<file path="src/verilog/file_move_or_regs.vh">
// constants for the file-move / or-with-file execution block
`ifndef FILE_MOVE_OR_REGS_VH
`define FILE_MOVE_OR_REGS_VH
`define OPC_HI_MSB 13
`define OPC_HI_LSB 12
`define OPC_LO_MSB 11
`define OPC_LO_LSB 8
`define DEST_BIT 7
`define FADDR_MSB 6
`define FADDR_LSB 0
`define FLAG_RESET 1'h0
`define OPC_HI_BYTE_OPS 2'h0
`define OPC_COPY_FILE 4'h8
`define OPC_OR_ACC_FILE 4'h4
`define PHASE_DECODE 2'h0
`define PHASE_READ 2'h1
`define PHASE_PROCESS 2'h2
`define PHASE_WRITEBACK 2'h3
`define ACC_RESET 8'h00
`define DATA_ZERO 8'h00
`define ADDR_RESET 7'h00
`define INSTR_RESET 14'h0000
`endif

</file>
<file path="src/verilog/file_move_or_exec.v">
// execution of the copy-file and or-accumulator-with-file instructions
// What this block does
// RULE1: copy_file_instr opcode 1000, dest bit d, 7-bit file address; read file, deliver to d.
// RULE2: d=0 copy writes the read value into the accumulator; file untouched.
// RULE3: d=1 copy writes the value back into the same file register; accumulator untouched.
// RULE4: copy sets zero flag when moved value is zero, clears it otherwise.
// RULE5: four phases: decode, read file, process data, write destination.
// RULE6: or_acc_file_instr ORs accumulator with file; d picks destination; zero flag updated.
`include "file_move_or_regs.vh"
`default_nettype none
module file_move_or_exec #(
   parameter DATA_W = 8,
   parameter ADDR_W = 7
) (
   input wire clk_sys_i,
   input wire rst_n_i,
   input wire [13:0] instr_i,
   input wire instr_valid_i,
   input wire [DATA_W-1:0] file_rdata_i,
   output reg [ADDR_W-1:0] file_addr_o,
   output reg [DATA_W-1:0] file_wdata_o,
   output reg file_we_o,
   output reg [DATA_W-1:0] acc_o,
   output reg zero_o,
   output reg zero_we_o,
   output reg [1:0] phase_o,
   output wire busy_o
);
   localparam OP_NONE = 2'h0;
   localparam OP_COPY = 2'h1;
   localparam OP_OR = 2'h2;

   wire [1:0] opc_hi;
   wire [3:0] opc_lo;
   wire is_byte_op;
   wire is_copy;
   wire is_or;
   wire in_decode;
   wire in_read;
   wire in_process;
   wire in_writeback;
   wire result_zero;
   reg [1:0] op;
   reg dest;
   reg [DATA_W-1:0] operand;
   reg [DATA_W-1:0] result;
   reg [1:0] next_phase;
   reg [1:0] next_op;
   reg next_dest;
   reg [ADDR_W-1:0] next_file_addr;
   reg [DATA_W-1:0] next_operand;
   reg [DATA_W-1:0] next_result;
   reg [DATA_W-1:0] next_acc;
   reg next_zero;
   reg next_zero_we;
   reg [DATA_W-1:0] next_file_wdata;
   reg next_file_we;

   // opcode fields of the word on the instruction bus
   assign opc_hi = instr_i[`OPC_HI_MSB:`OPC_HI_LSB];
   assign opc_lo = instr_i[`OPC_LO_MSB:`OPC_LO_LSB];
   assign is_byte_op = (opc_hi == `OPC_HI_BYTE_OPS);
   assign is_copy = instr_valid_i && is_byte_op && (opc_lo == `OPC_COPY_FILE); // RULE1
   assign is_or = instr_valid_i && is_byte_op && (opc_lo == `OPC_OR_ACC_FILE); // RULE6
   assign in_decode = (phase_o == `PHASE_DECODE);
   assign in_read = (phase_o == `PHASE_READ);
   assign in_process = (phase_o == `PHASE_PROCESS);
   assign in_writeback = (phase_o == `PHASE_WRITEBACK);
   assign result_zero = (result == `DATA_ZERO); // RULE4 RULE6
   assign busy_o = (op != OP_NONE);

   // free-running phase sequence
   always @* begin
      case (phase_o)
         `PHASE_DECODE: next_phase = `PHASE_READ;
         `PHASE_READ: next_phase = `PHASE_PROCESS;
         `PHASE_PROCESS: next_phase = `PHASE_WRITEBACK;
         default: next_phase = `PHASE_DECODE;
      endcase
   end

   // decode: latch operation, destination and file address
   always @* begin
      next_op = op;
      next_dest = dest;
      next_file_addr = file_addr_o;
      if (in_decode) begin
         // RULE5
         next_dest = instr_i[`DEST_BIT];
         next_file_addr = instr_i[`FADDR_MSB:`FADDR_LSB]; // RULE1
         if (is_copy) begin
            next_op = OP_COPY; // RULE1
         end else if (is_or) begin
            next_op = OP_OR; // RULE6
         end else begin
            next_op = OP_NONE;
         end
      end else if (in_writeback) begin
         next_op = OP_NONE;
      end
   end

   // read the addressed file register
   always @* begin
      next_operand = operand;
      if (in_read) begin
         next_operand = file_rdata_i; // RULE5
      end
   end

   // process the data
   always @* begin
      next_result = result;
      if (in_process) begin
         if (op == OP_OR) begin
            next_result = operand | acc_o; // RULE6
         end else begin
            next_result = operand; // RULE1
         end
      end
   end

   // write the destination and the zero flag
   always @* begin
      next_acc = acc_o;
      next_zero = zero_o;
      next_zero_we = 1'h0;
      next_file_wdata = file_wdata_o;
      next_file_we = 1'h0;
      if (in_writeback && (op != OP_NONE)) begin
         // RULE5
         next_zero = result_zero; // RULE4 RULE6
         next_zero_we = 1'h1;
         if (dest) begin
            next_file_wdata = result; // RULE3 RULE6
            next_file_we = 1'h1;
         end else begin
            next_acc = result; // RULE2 RULE6
         end
      end
   end

   always @(posedge clk_sys_i) begin
      if (!rst_n_i) begin
         phase_o <= `PHASE_DECODE;
      end else begin
         phase_o <= next_phase; // RULE5
      end
   end

   always @(posedge clk_sys_i) begin
      if (!rst_n_i) begin
         op <= OP_NONE;
      end else begin
         op <= next_op;
      end
   end

   always @(posedge clk_sys_i) begin
      if (!rst_n_i) begin
         dest <= `FLAG_RESET;
      end else begin
         dest <= next_dest;
      end
   end

   always @(posedge clk_sys_i) begin
      if (!rst_n_i) begin
         file_addr_o <= `ADDR_RESET;
      end else begin
         file_addr_o <= next_file_addr;
      end
   end

   always @(posedge clk_sys_i) begin
      if (!rst_n_i) begin
         operand <= `DATA_ZERO;
      end else begin
         operand <= next_operand;
      end
   end

   always @(posedge clk_sys_i) begin
      if (!rst_n_i) begin
         result <= `DATA_ZERO;
      end else begin
         result <= next_result;
      end
   end

   always @(posedge clk_sys_i) begin
      if (!rst_n_i) begin
         acc_o <= `ACC_RESET;
      end else begin
         acc_o <= next_acc;
      end
   end

   always @(posedge clk_sys_i) begin
      if (!rst_n_i) begin
         zero_o <= `FLAG_RESET;
      end else begin
         zero_o <= next_zero;
      end
   end

   always @(posedge clk_sys_i) begin
      if (!rst_n_i) begin
         zero_we_o <= `FLAG_RESET;
      end else begin
         zero_we_o <= next_zero_we;
      end
   end

   always @(posedge clk_sys_i) begin
      if (!rst_n_i) begin
         file_wdata_o <= `DATA_ZERO;
      end else begin
         file_wdata_o <= next_file_wdata;
      end
   end

   always @(posedge clk_sys_i) begin
      if (!rst_n_i) begin
         file_we_o <= `FLAG_RESET;
      end else begin
         file_we_o <= next_file_we;
      end
   end
endmodule
`default_nettype wire

</file>
<file path="config.mk">
export PLATFORM = sky130hd
export DESIGN_NAME = file_move_or_exec
export DESIGN_NICKNAME = d
export VERILOG_FILES = /design/src/verilog/file_move_or_exec.v
export VERILOG_INCLUDE_DIRS = /design/src /design/src/verilog
export SDC_FILE = /design/constraint.sdc
export NUM_CORES = 1
export LEC_CHECK = 0
export ABC_CLOCK_PERIOD_IN_PS = 2300
export BUFFER_PORTS_ARGS = -buffer_cell sky130_fd_sc_hd__buf_2
export CORE_MARGIN = 2
export CORE_UTILIZATION = 40
export CTS_BUF_LIST = sky130_fd_sc_hd__clkbuf_4 sky130_fd_sc_hd__clkbuf_8 sky130_fd_sc_hd__clkbuf_16
export DETAILED_ROUTE_END_ITERATION = 16
export PLACE_DENSITY_LB_ADDON = 0.05
export SLEW_MARGIN = 15
export SYNTH_ARGS = -nofsm -noshare
export SYNTH_HDL_FRONTEND = slang
export SYNTH_SLANG_ARGS = --single-unit
</file>
<file path="constraint.sdc">
create_clock -name clk_sys_i -period 2.3 [get_ports clk_sys_i]
set_clock_uncertainty 0.1 [all_clocks]
set_input_delay 0.345 -clock clk_sys_i [delete_from_list [all_inputs] [get_ports clk_sys_i]]
set_output_delay 0.345 -clock clk_sys_i [all_outputs]
set_load 0.005 [all_outputs]
</file>
==> flow_summary_export.csv, run 1 <==
group,metric,value,unit
run_status,status,"finished, final reports clean",
floorplanning,dieWidth,72.0,um
floorplanning,io_pins,54,
worst_setup_path,path_max_fanout,10,
power_and_ir_drop,leakage,0.980,nW
yosys,yosysWarnings,0,
clock_network,cts_tree,"done",
timing,final.setup.worst_slack,637,ps
power_and_ir_drop,p_comb_share,27.5,%
worst_setup_path,critical_path_arrival,1790,ps
power_and_ir_drop,vdd_drop_max,0.444,mV
worst_setup_path,worst_setup_path_start_kind,"flop",
global_route,grt_pass1_wl,6.26,mm
final_layout,nNetsFinal,264,
global_route,grt_util_all_layers,15.5,%
timing,rsz0062_at_grt,"false",
floorplanning,start_util,41.9,%
worst_setup_path,cp_data_required_time,2430,ps
placed_design,dpl_cell_area,2120,um^2
clock_network,clock_latency,300,ps
timing,period_minus_slack,1660,ps
power_and_ir_drop,power_switching,0.690,mW
final_layout,area_delta_synth_final,19.8,%
worst_setup_path,crit_type,"flop to flop",
power_and_ir_drop,power.density,985,nW/um^2
power_and_ir_drop,pwr-share-seq,48.7,%
placed_design,gp_congestion,0.720,
route,drt_first_pass_iters,4,
timing,tightest_slew,638,ps
floorplanning,core,4410,um^2
timing,slew_headroom,57.4,%
yosys,synth_cell_types,26,
power_and_ir_drop,p_int,1.49,mW
clock_network,ctsResizeCount,0,
global_route,grt_overflow,0,
placed_design,post-dp-hpwl,2.77,mm
yosys,avgSynthCellArea,10.0,um^2
global_route,antenna_found_initial,0,
timing,fin_crit_sh,72.3,%
worst_setup_path,r2r_slack,640,ps
floorplanning,rows,24,
timing,setup-tns-final,0,ps
clock_network,clk_pin_slew,80,ps
clock_network,cts_htree_levels,2,
route,drt-initial-drc-count,69,
global_route,grt_max_degree,34,
timing,max_freq,601,MHz
timing,slew_viol_final,0,
route,viasPerCell,4.87,
route,routed_wirelength,3.74,mm
final_layout,drive_above_1_share,32.3,%
route,ant_nets,0,
clock_network,clockBufferDepth,2,
yosys,synth_seq_area_share,50.9,%
yosys,ys_seq_elements,47,
final_layout,design_area,2210,um^2
clock_network,cts_made_buffers,5,
clock_network,cts_setup_buffers,0,
yosys,syn-cell-area,1850,um^2
run,cap_violations,0,
route,avgRoutedWirePerCell,13.0,um
yosys,synth_cells,184,
clock_network,cts_hold_buf,0,
timing,setup_viol,0,
yosys,syn-num-nets,214,
placed_design,portBuffers,53,
global_route,grt_pass1_vias,1322,
floorplanning,dieArea,5180,um^2
floorplanning,die_y,72.0,um
clock_network,clock-sinks,47,
power_and_ir_drop,switching_share,31.7,%
final_layout,antenna_cells,0,
clock_network,root_buffer,"clkbuf_8",
placed_design,dp_slack,660,ps
timing,finalHoldViolations,0,
worst_setup_path,crit_path_end_kind,"flop",
route,dr_total_vias,1398,
route,drc,0,
min_path,hold_path_class,"primary input to flop",
power_and_ir_drop,p_clk_share,23.8,%
[metrics by stage]
stage               util, %  std cells  total power, mW  hold slack [ps]
floorplan                 -        184             1.53              353
global placement       47.9        279             1.66              343
detailed placement     47.9        279             1.69              347
CTS                    50.2        287             2.21              175
global route           50.2        287             2.34              179
finish                 50.2        287             2.18              186
[worst paths after layout]
path                         start                      end  cells past startpoint
max          phase_o[0]$_SDFF_PN0_       op[1]$_SDFFE_PN0P_                      5
max reg2reg  phase_o[0]$_SDFF_PN0_       op[1]$_SDFFE_PN0P_                      5
min reg2reg    zero_o$_SDFFE_PN0P_      zero_o$_SDFFE_PN0P_                      2
min                file_rdata_i[6]  operand[6]$_SDFFE_PN0N_                      3
[per-layer routing]
| metal | GRT usage, % | part of all wire [%] | vias to the layer above |
|---|---|---|---|
| met4 | 4.40 | 0.94 | 0 |
| li1 | - | - | 739 |
| met3 | 4.31 | 5.3 | 4 |
| met5 | 0 | 0 | - |
| met1 | 21.7 | 49 | 619 |
| met2 | 23.8 | 45 | 36 |
[sequential cells by signal, summed over array words and instances, names as in the netlist]
register,count
file_we_o,1
acc_o,8
file_addr_o,7
zero_o,1
dest,1
zero_we_o,1
file_wdata_o,8
result,8
phase_o,2
operand,8
op,2
[cells in the final DEF, fill, tap and decap left out]
cell type | Yosys | final
and2_1 | 1 | 1
nor4b_1 | 1 | 1
mux2i_1 | 24 | 24
buf_2 | 5 | 53
nand3_1 | 7 | 7
nor4bb_1 | 1 | 1
or2_2 | 1 | 1
buf_4 | 0 | 1
dfxtp_1 | 47 | 47
o21ai_2 | 9 | 9
o21ai_0 | 8 | 8
nor2_8 | 1 | 1
nor2b_2 | 1 | 1
clkbuf_8 | 0 | 6
o211ai_4 | 1 | 1
clkbuf_4 | 0 | 1
nand2b_1 | 2 | 2
o2bb2ai_1 | 2 | 2
clkinv_4 | 0 | 1
nand4_1 | 1 | 1
nand2_1 | 18 | 18
inv_1 | 3 | 3
nor3_1 | 1 | 1
nor2_1 | 19 | 19
nor4_1 | 2 | 2
a21oi_1 | 17 | 17
ha_1 | 5 | 5
nand3_2 | 1 | 1
[cell type report]
| cell class | count | area, um^2 |
|---|---|---|
| multi-input combinational | 123 | 826 |
| fill | 440 | 2200 |
| sequential | 47 | 941 |
| clock buffer | 7 | 90.1 |
| timing repair buffer | 54 | 273 |
| tap | 52 | 65.1 |
| inverter | 3 | 11.3 |
| clock inverter | 1 | 8.76 |
[worst max-delay path: stages, from the launching register on]
cell	delay (ps)
dfxtp_1	360
inv_1	90
ha_1	490
nor4b_1	300
nand2_1	120
o2bb2ai_1	140
[power groups by stage]
stage,Clock (mW),Sequential (mW),Combinational [mW]
CTS,0.536,1.06,0.610
detailed placement,0,1.08,0.606
global route,0.568,1.08,0.687
finish,0.520,1.06,0.600
global placement,0,1.07,0.590
floorplan,0,1.06,0.466
[cells by family after synthesis]
logic type      share of synthesized area [%]
simple gates                             15.2
flops                                    50.9
compound gates                           13.1
mux                                      13.0
buf+inv                                  4.40
fa+ha+maj                                3.39
[Yosys cell counts, drive strengths merged]
library cell / n / area, um^2
nand2: 18 / 67.6
nor4bb: 1 / 10.0
o2bb2ai: 2 / 17.5
inv: 3 / 11.3
nor3: 1 / 5.00
nor2b: 1 / 8.76
mux2i: 24 / 240
nor2: 20 / 91.3
nor4b: 1 / 8.76
clkbuf: 3 / 11.3
nand3: 8 / 45.0
buf: 8 / 58.8
nand2b: 2 / 12.5
nor4: 2 / 12.5
a21oi: 17 / 85.1
or2: 1 / 6.26
and2: 1 / 6.26
dfxtp: 47 / 941
nand4: 1 / 6.26
o21ai: 17 / 119
o211ai: 1 / 21.3
ha: 5 / 62.6
No activity file was read; power rests on OpenSTA's default activity.
==> run 2, diff against run 1 <==
--- a/config.mk
+++ b/config.mk
@@ -6,7 +6,8 @@
 export SDC_FILE = /design/constraint.sdc
 export NUM_CORES = 1
 export LEC_CHECK = 0
-export ABC_CLOCK_PERIOD_IN_PS = 2300
+export ABC_AREA = 1
+export ABC_CLOCK_PERIOD_IN_PS = 1400
 export BUFFER_PORTS_ARGS = -buffer_cell sky130_fd_sc_hd__buf_2
 export CORE_MARGIN = 2
 export CORE_UTILIZATION = 40
==> constraint.sdc (replaced) <==
create_clock -name clk_sys_i -period 1.4 [get_ports clk_sys_i]
set_clock_uncertainty 0.1 [all_clocks]
set_input_delay 0.21 -clock clk_sys_i [delete_from_list [all_inputs] [get_ports clk_sys_i]]
set_output_delay 0.21 -clock clk_sys_i [all_outputs]
set_load 0.005 [all_outputs]
==> run 2 against run 1 <==
Net effect: register-to-register slack lost 520 ps; critical path depth shrank 2; sequential power grew 75%; area after synthesis grew 13%; first-iteration DRC count grew 54%; count of clock-buffer cells in the layout is the same; non-clock buffer count grew 5; utilization shrank 0.37 points.
==> flow_summary_export.csv, run 2 <==
group,metric,value,unit
run_status,status,"finished, final reports clean",
timing,slew_viol_final,0,
final_layout,final_common_cell,"nor2_1",
timing,setup-tns-final,0,ps
yosys,synth_cells,293,
power_and_ir_drop,leakage,1.26,nW
placed_design,post-dp-hpwl,3.41,mm
worst_setup_path,path_max_fanout,20,
clock_network,cts_htree_levels,2,
clock_network,clock-sinks,47,
min_path,min_path_cells,3,
global_route,grt_max_degree,21,
final_layout,area_delta_synth_final,21.5,%
global_route,antenna_found_initial,0,
yosys,synthFlopType,"dfxtp_1",
min_path,hold_path_class,"primary input to flop",
floorplanning,io_pins,54,
clock_network,cts_setup_buffers,0,
final_layout,layout_common_cells,"nor2_1, buf_2, nand2_1, inv_1, dfxtp_1",
route,wl_met2,2.12,mm
global_route,grt_pass1_wl,8.04,mm
timing,max_freq,757,MHz
yosys,avgSynthCellArea,7.10,um^2
placed_design,dpl_cell_area,2410,um^2
placed_design,gp_congestion,0.757,
route,drc,0,
floorplanning,die_y,76.1,um
route,routed_wirelength,4.58,mm
route,m1WireLength,2.19,mm
yosys,yosysMostFrequentCell,"nor2_1",
floorplanning,dieArea,5790,um^2
clock_network,root_buffer,"clkbuf_8",
final_layout,final_util,49.8,%
global_route,grt_pass1_vias,1840,
timing,setup_viol,0,
worst_setup_path,slowest_delay,330,ps
global_route,grt_util_all_layers,17.0,%
run,cap_violations,0,
placed_design,portBuffers,53,
route,dr_total_vias,1906,
worst_setup_path,r2r_cells,5,
final_layout,antenna_cells,0,
final_layout,design_area,2530,um^2
yosys,ys_top_cells_by_count,"nor2_1, nand2_1, inv_1",
timing,final.setup.worst_slack,78.6,ps
yosys,yosysWarnings,0,
power_and_ir_drop,vdd_drop_max,0.780,mV
route,viasPerCell,4.55,
timing,finalHoldViolations,0,
final_layout,nNetsFinal,378,
floorplanning,core,5070,um^2
clock_network,clk_pin_slew,80,ps
floorplanning,start_util,41.0,%
clock_network,clock_latency,290,ps
yosys,synth_edf_count,0,
worst_setup_path,crit_type,"flop to output port",
route,drt_first_pass_iters,6,
timing,whs,29.3,ps
worst_setup_path,path_cells,"inv_2 > nand2_8 > buf_2",
worst_setup_path,r2r-end,"file_addr_o[0]$_SDFFE_PN0P_",
timing,rsz0062_at_grt,"false",
yosys,ys_seq_elements,47,
timing,tightest_slew,246,ps
floorplanning,rows,26,
yosys,synth_seq_area_share,45.2,%
timing,slew_headroom,83.5,%
min_path,hp-start,"instr_i[5]",
route,avgRoutedWirePerCell,10.9,um
yosys,synth_cell_types,23,
yosys,synth_top_area_cell,"dfxtp_1",
worst_setup_path,critical_path_arrival,1010,ps
final_layout,drive_above_1_share,24.1,%
clock_network,clockBufferDepth,2,
worst_setup_path,crit_path_end_kind,"output port",
worst_setup_path,cp_data_required_time,1090,ps
worst_setup_path,worst_setup_path_start_kind,"flop",
route,wl_met3,196,um
yosys,synth_area_leaders,"dfxtp_1, nor2_1, nand2_1",
route,ant_nets,0,
final_layout,fillers,571,
yosys,syn-num-nets,323,
yosys,syn-cell-area,2080,um^2
timing,fin_crit_sh,94.4,%
global_route,grt_overflow,0,
yosys,synthArstFlopShare,0,%
worst_setup_path,r2r_slack,120,ps
worst_setup_path,r2r-start,"phase_o[0]$_SDFF_PN0_",
timing,period_minus_slack,1320,ps
power_and_ir_drop,power.density,1570,nW/um^2
floorplanning,dieWidth,76.1,um
yosys,netlist.area_leader.share,45.2,%
worst_setup_path,cpMaxStageDelayCell,"dfxtp_1",
route,drt-initial-drc-count,106,
route,top_layer_used,"met4",
min_path,hold_end,"file_addr_o[5]$_SDFFE_PN0P_",
placed_design,dp_slack,18.5,ps
clock_network,cts_tree,"done",
clock_network,cts_made_buffers,5,
run 2: cell types whose count changed after synthesis, moves of 3 or more:
cell,change
a21oi_1,-8
inv_1,+47
inv_2,+5
mux2i_1,-24
nand2_1,+34
nand3_1,-3
nand4_1,+15
nor2_1,+44
o21ai_0,+15
o21ai_2,-9
run 2: metrics by stage:
| stage | instances | power [mW] |
|---|---|---|
| finish | 419 | 3.97 |
| global placement | 411 | 3.12 |
| CTS | 419 | 3.98 |
| floorplan | 293 | 2.69 |
| detailed placement | 411 | 3.14 |
| global route | 419 | 4.28 |
run 2: area by class of cell:
class	instances	area [um^2]	area share, %
Multi-Input combinational cell	180	872	34.5
Timing Repair Buffer	59	323	12.8
Sequential cell	47	950	37.6
Inverter	55	206	8.17
Tap cell	70	87.6	3.47
Clock buffer	7	83.8	3.32
Clock inverter	1	5.00	0.198
run 2: worst max path at each step:
stage          slack [ps]  cells past startpoint                  start                     endpoint
5_1_grt                 1                      7  phase_o[0]$_SDFF_PN0_           op[0]$_SDFFE_PN0P_
3_3_place_gp           40                      5  phase_o[0]$_SDFF_PN0_  file_addr_o[2]$_SDFFE_PN0P_
3_5_place_dp           20                      5  phase_o[0]$_SDFF_PN0_  file_addr_o[2]$_SDFFE_PN0P_
2_1_floorplan         100                      6  phase_o[0]$_SDFF_PN0_        acc_o[0]$_SDFFE_PN0P_
6_report               80                      3     op[1]$_SDFFE_PN0P_                       busy_o
4_1_cts               0.5                      5  phase_o[0]$_SDFF_PN0_  file_addr_o[2]$_SDFFE_PN0P_
run 2: cells by family after synthesis:
group	count (synthesis)	synth area share, %
buffers and inverters	66	13.7
AOI/OAI and AO/OA	34	8.30
adders and majority gates	5	3.01
and+or+nand+nor	141	29.7
DFF	47	45.2
run 2: report_power, final:
| part | switching, mW | internal (mW) |
|---|---|---|
| Sequential | 0.197 | 1.66 |
| Clock | 0.435 | 0.390 |
| Combinational | 0.808 | 0.476 |
| Total | 1.44 | 2.53 |
run 2: timing repair:
| item | 4_1_cts | 5_1_grt |
|---|---|---|
| gates resized for setup | 1 | 11 |
| endpoints found under the setup margin | 1 | 43 |
| hold buffers | 0 | 0 |
| cloned | 0 | 0 |
| pin swaps | 0 | 1 |
run 2: critical path: cells and delay by family, from the launching register on:
| family | cells | cell delay (ps) |
|---|---|---|
| AND/OR/NAND/NOR | 1 | 120 |
| flip-flops | 1 | 330 |
| buffers and inverters | 2 | 260 |
run 2: per-layer routing:
layer	track usage, %	vias up
li1	-	1005
met1	20.9	853
met2	28.6	39
met3	4.62	9
met4	6.18	0
met5	0	-
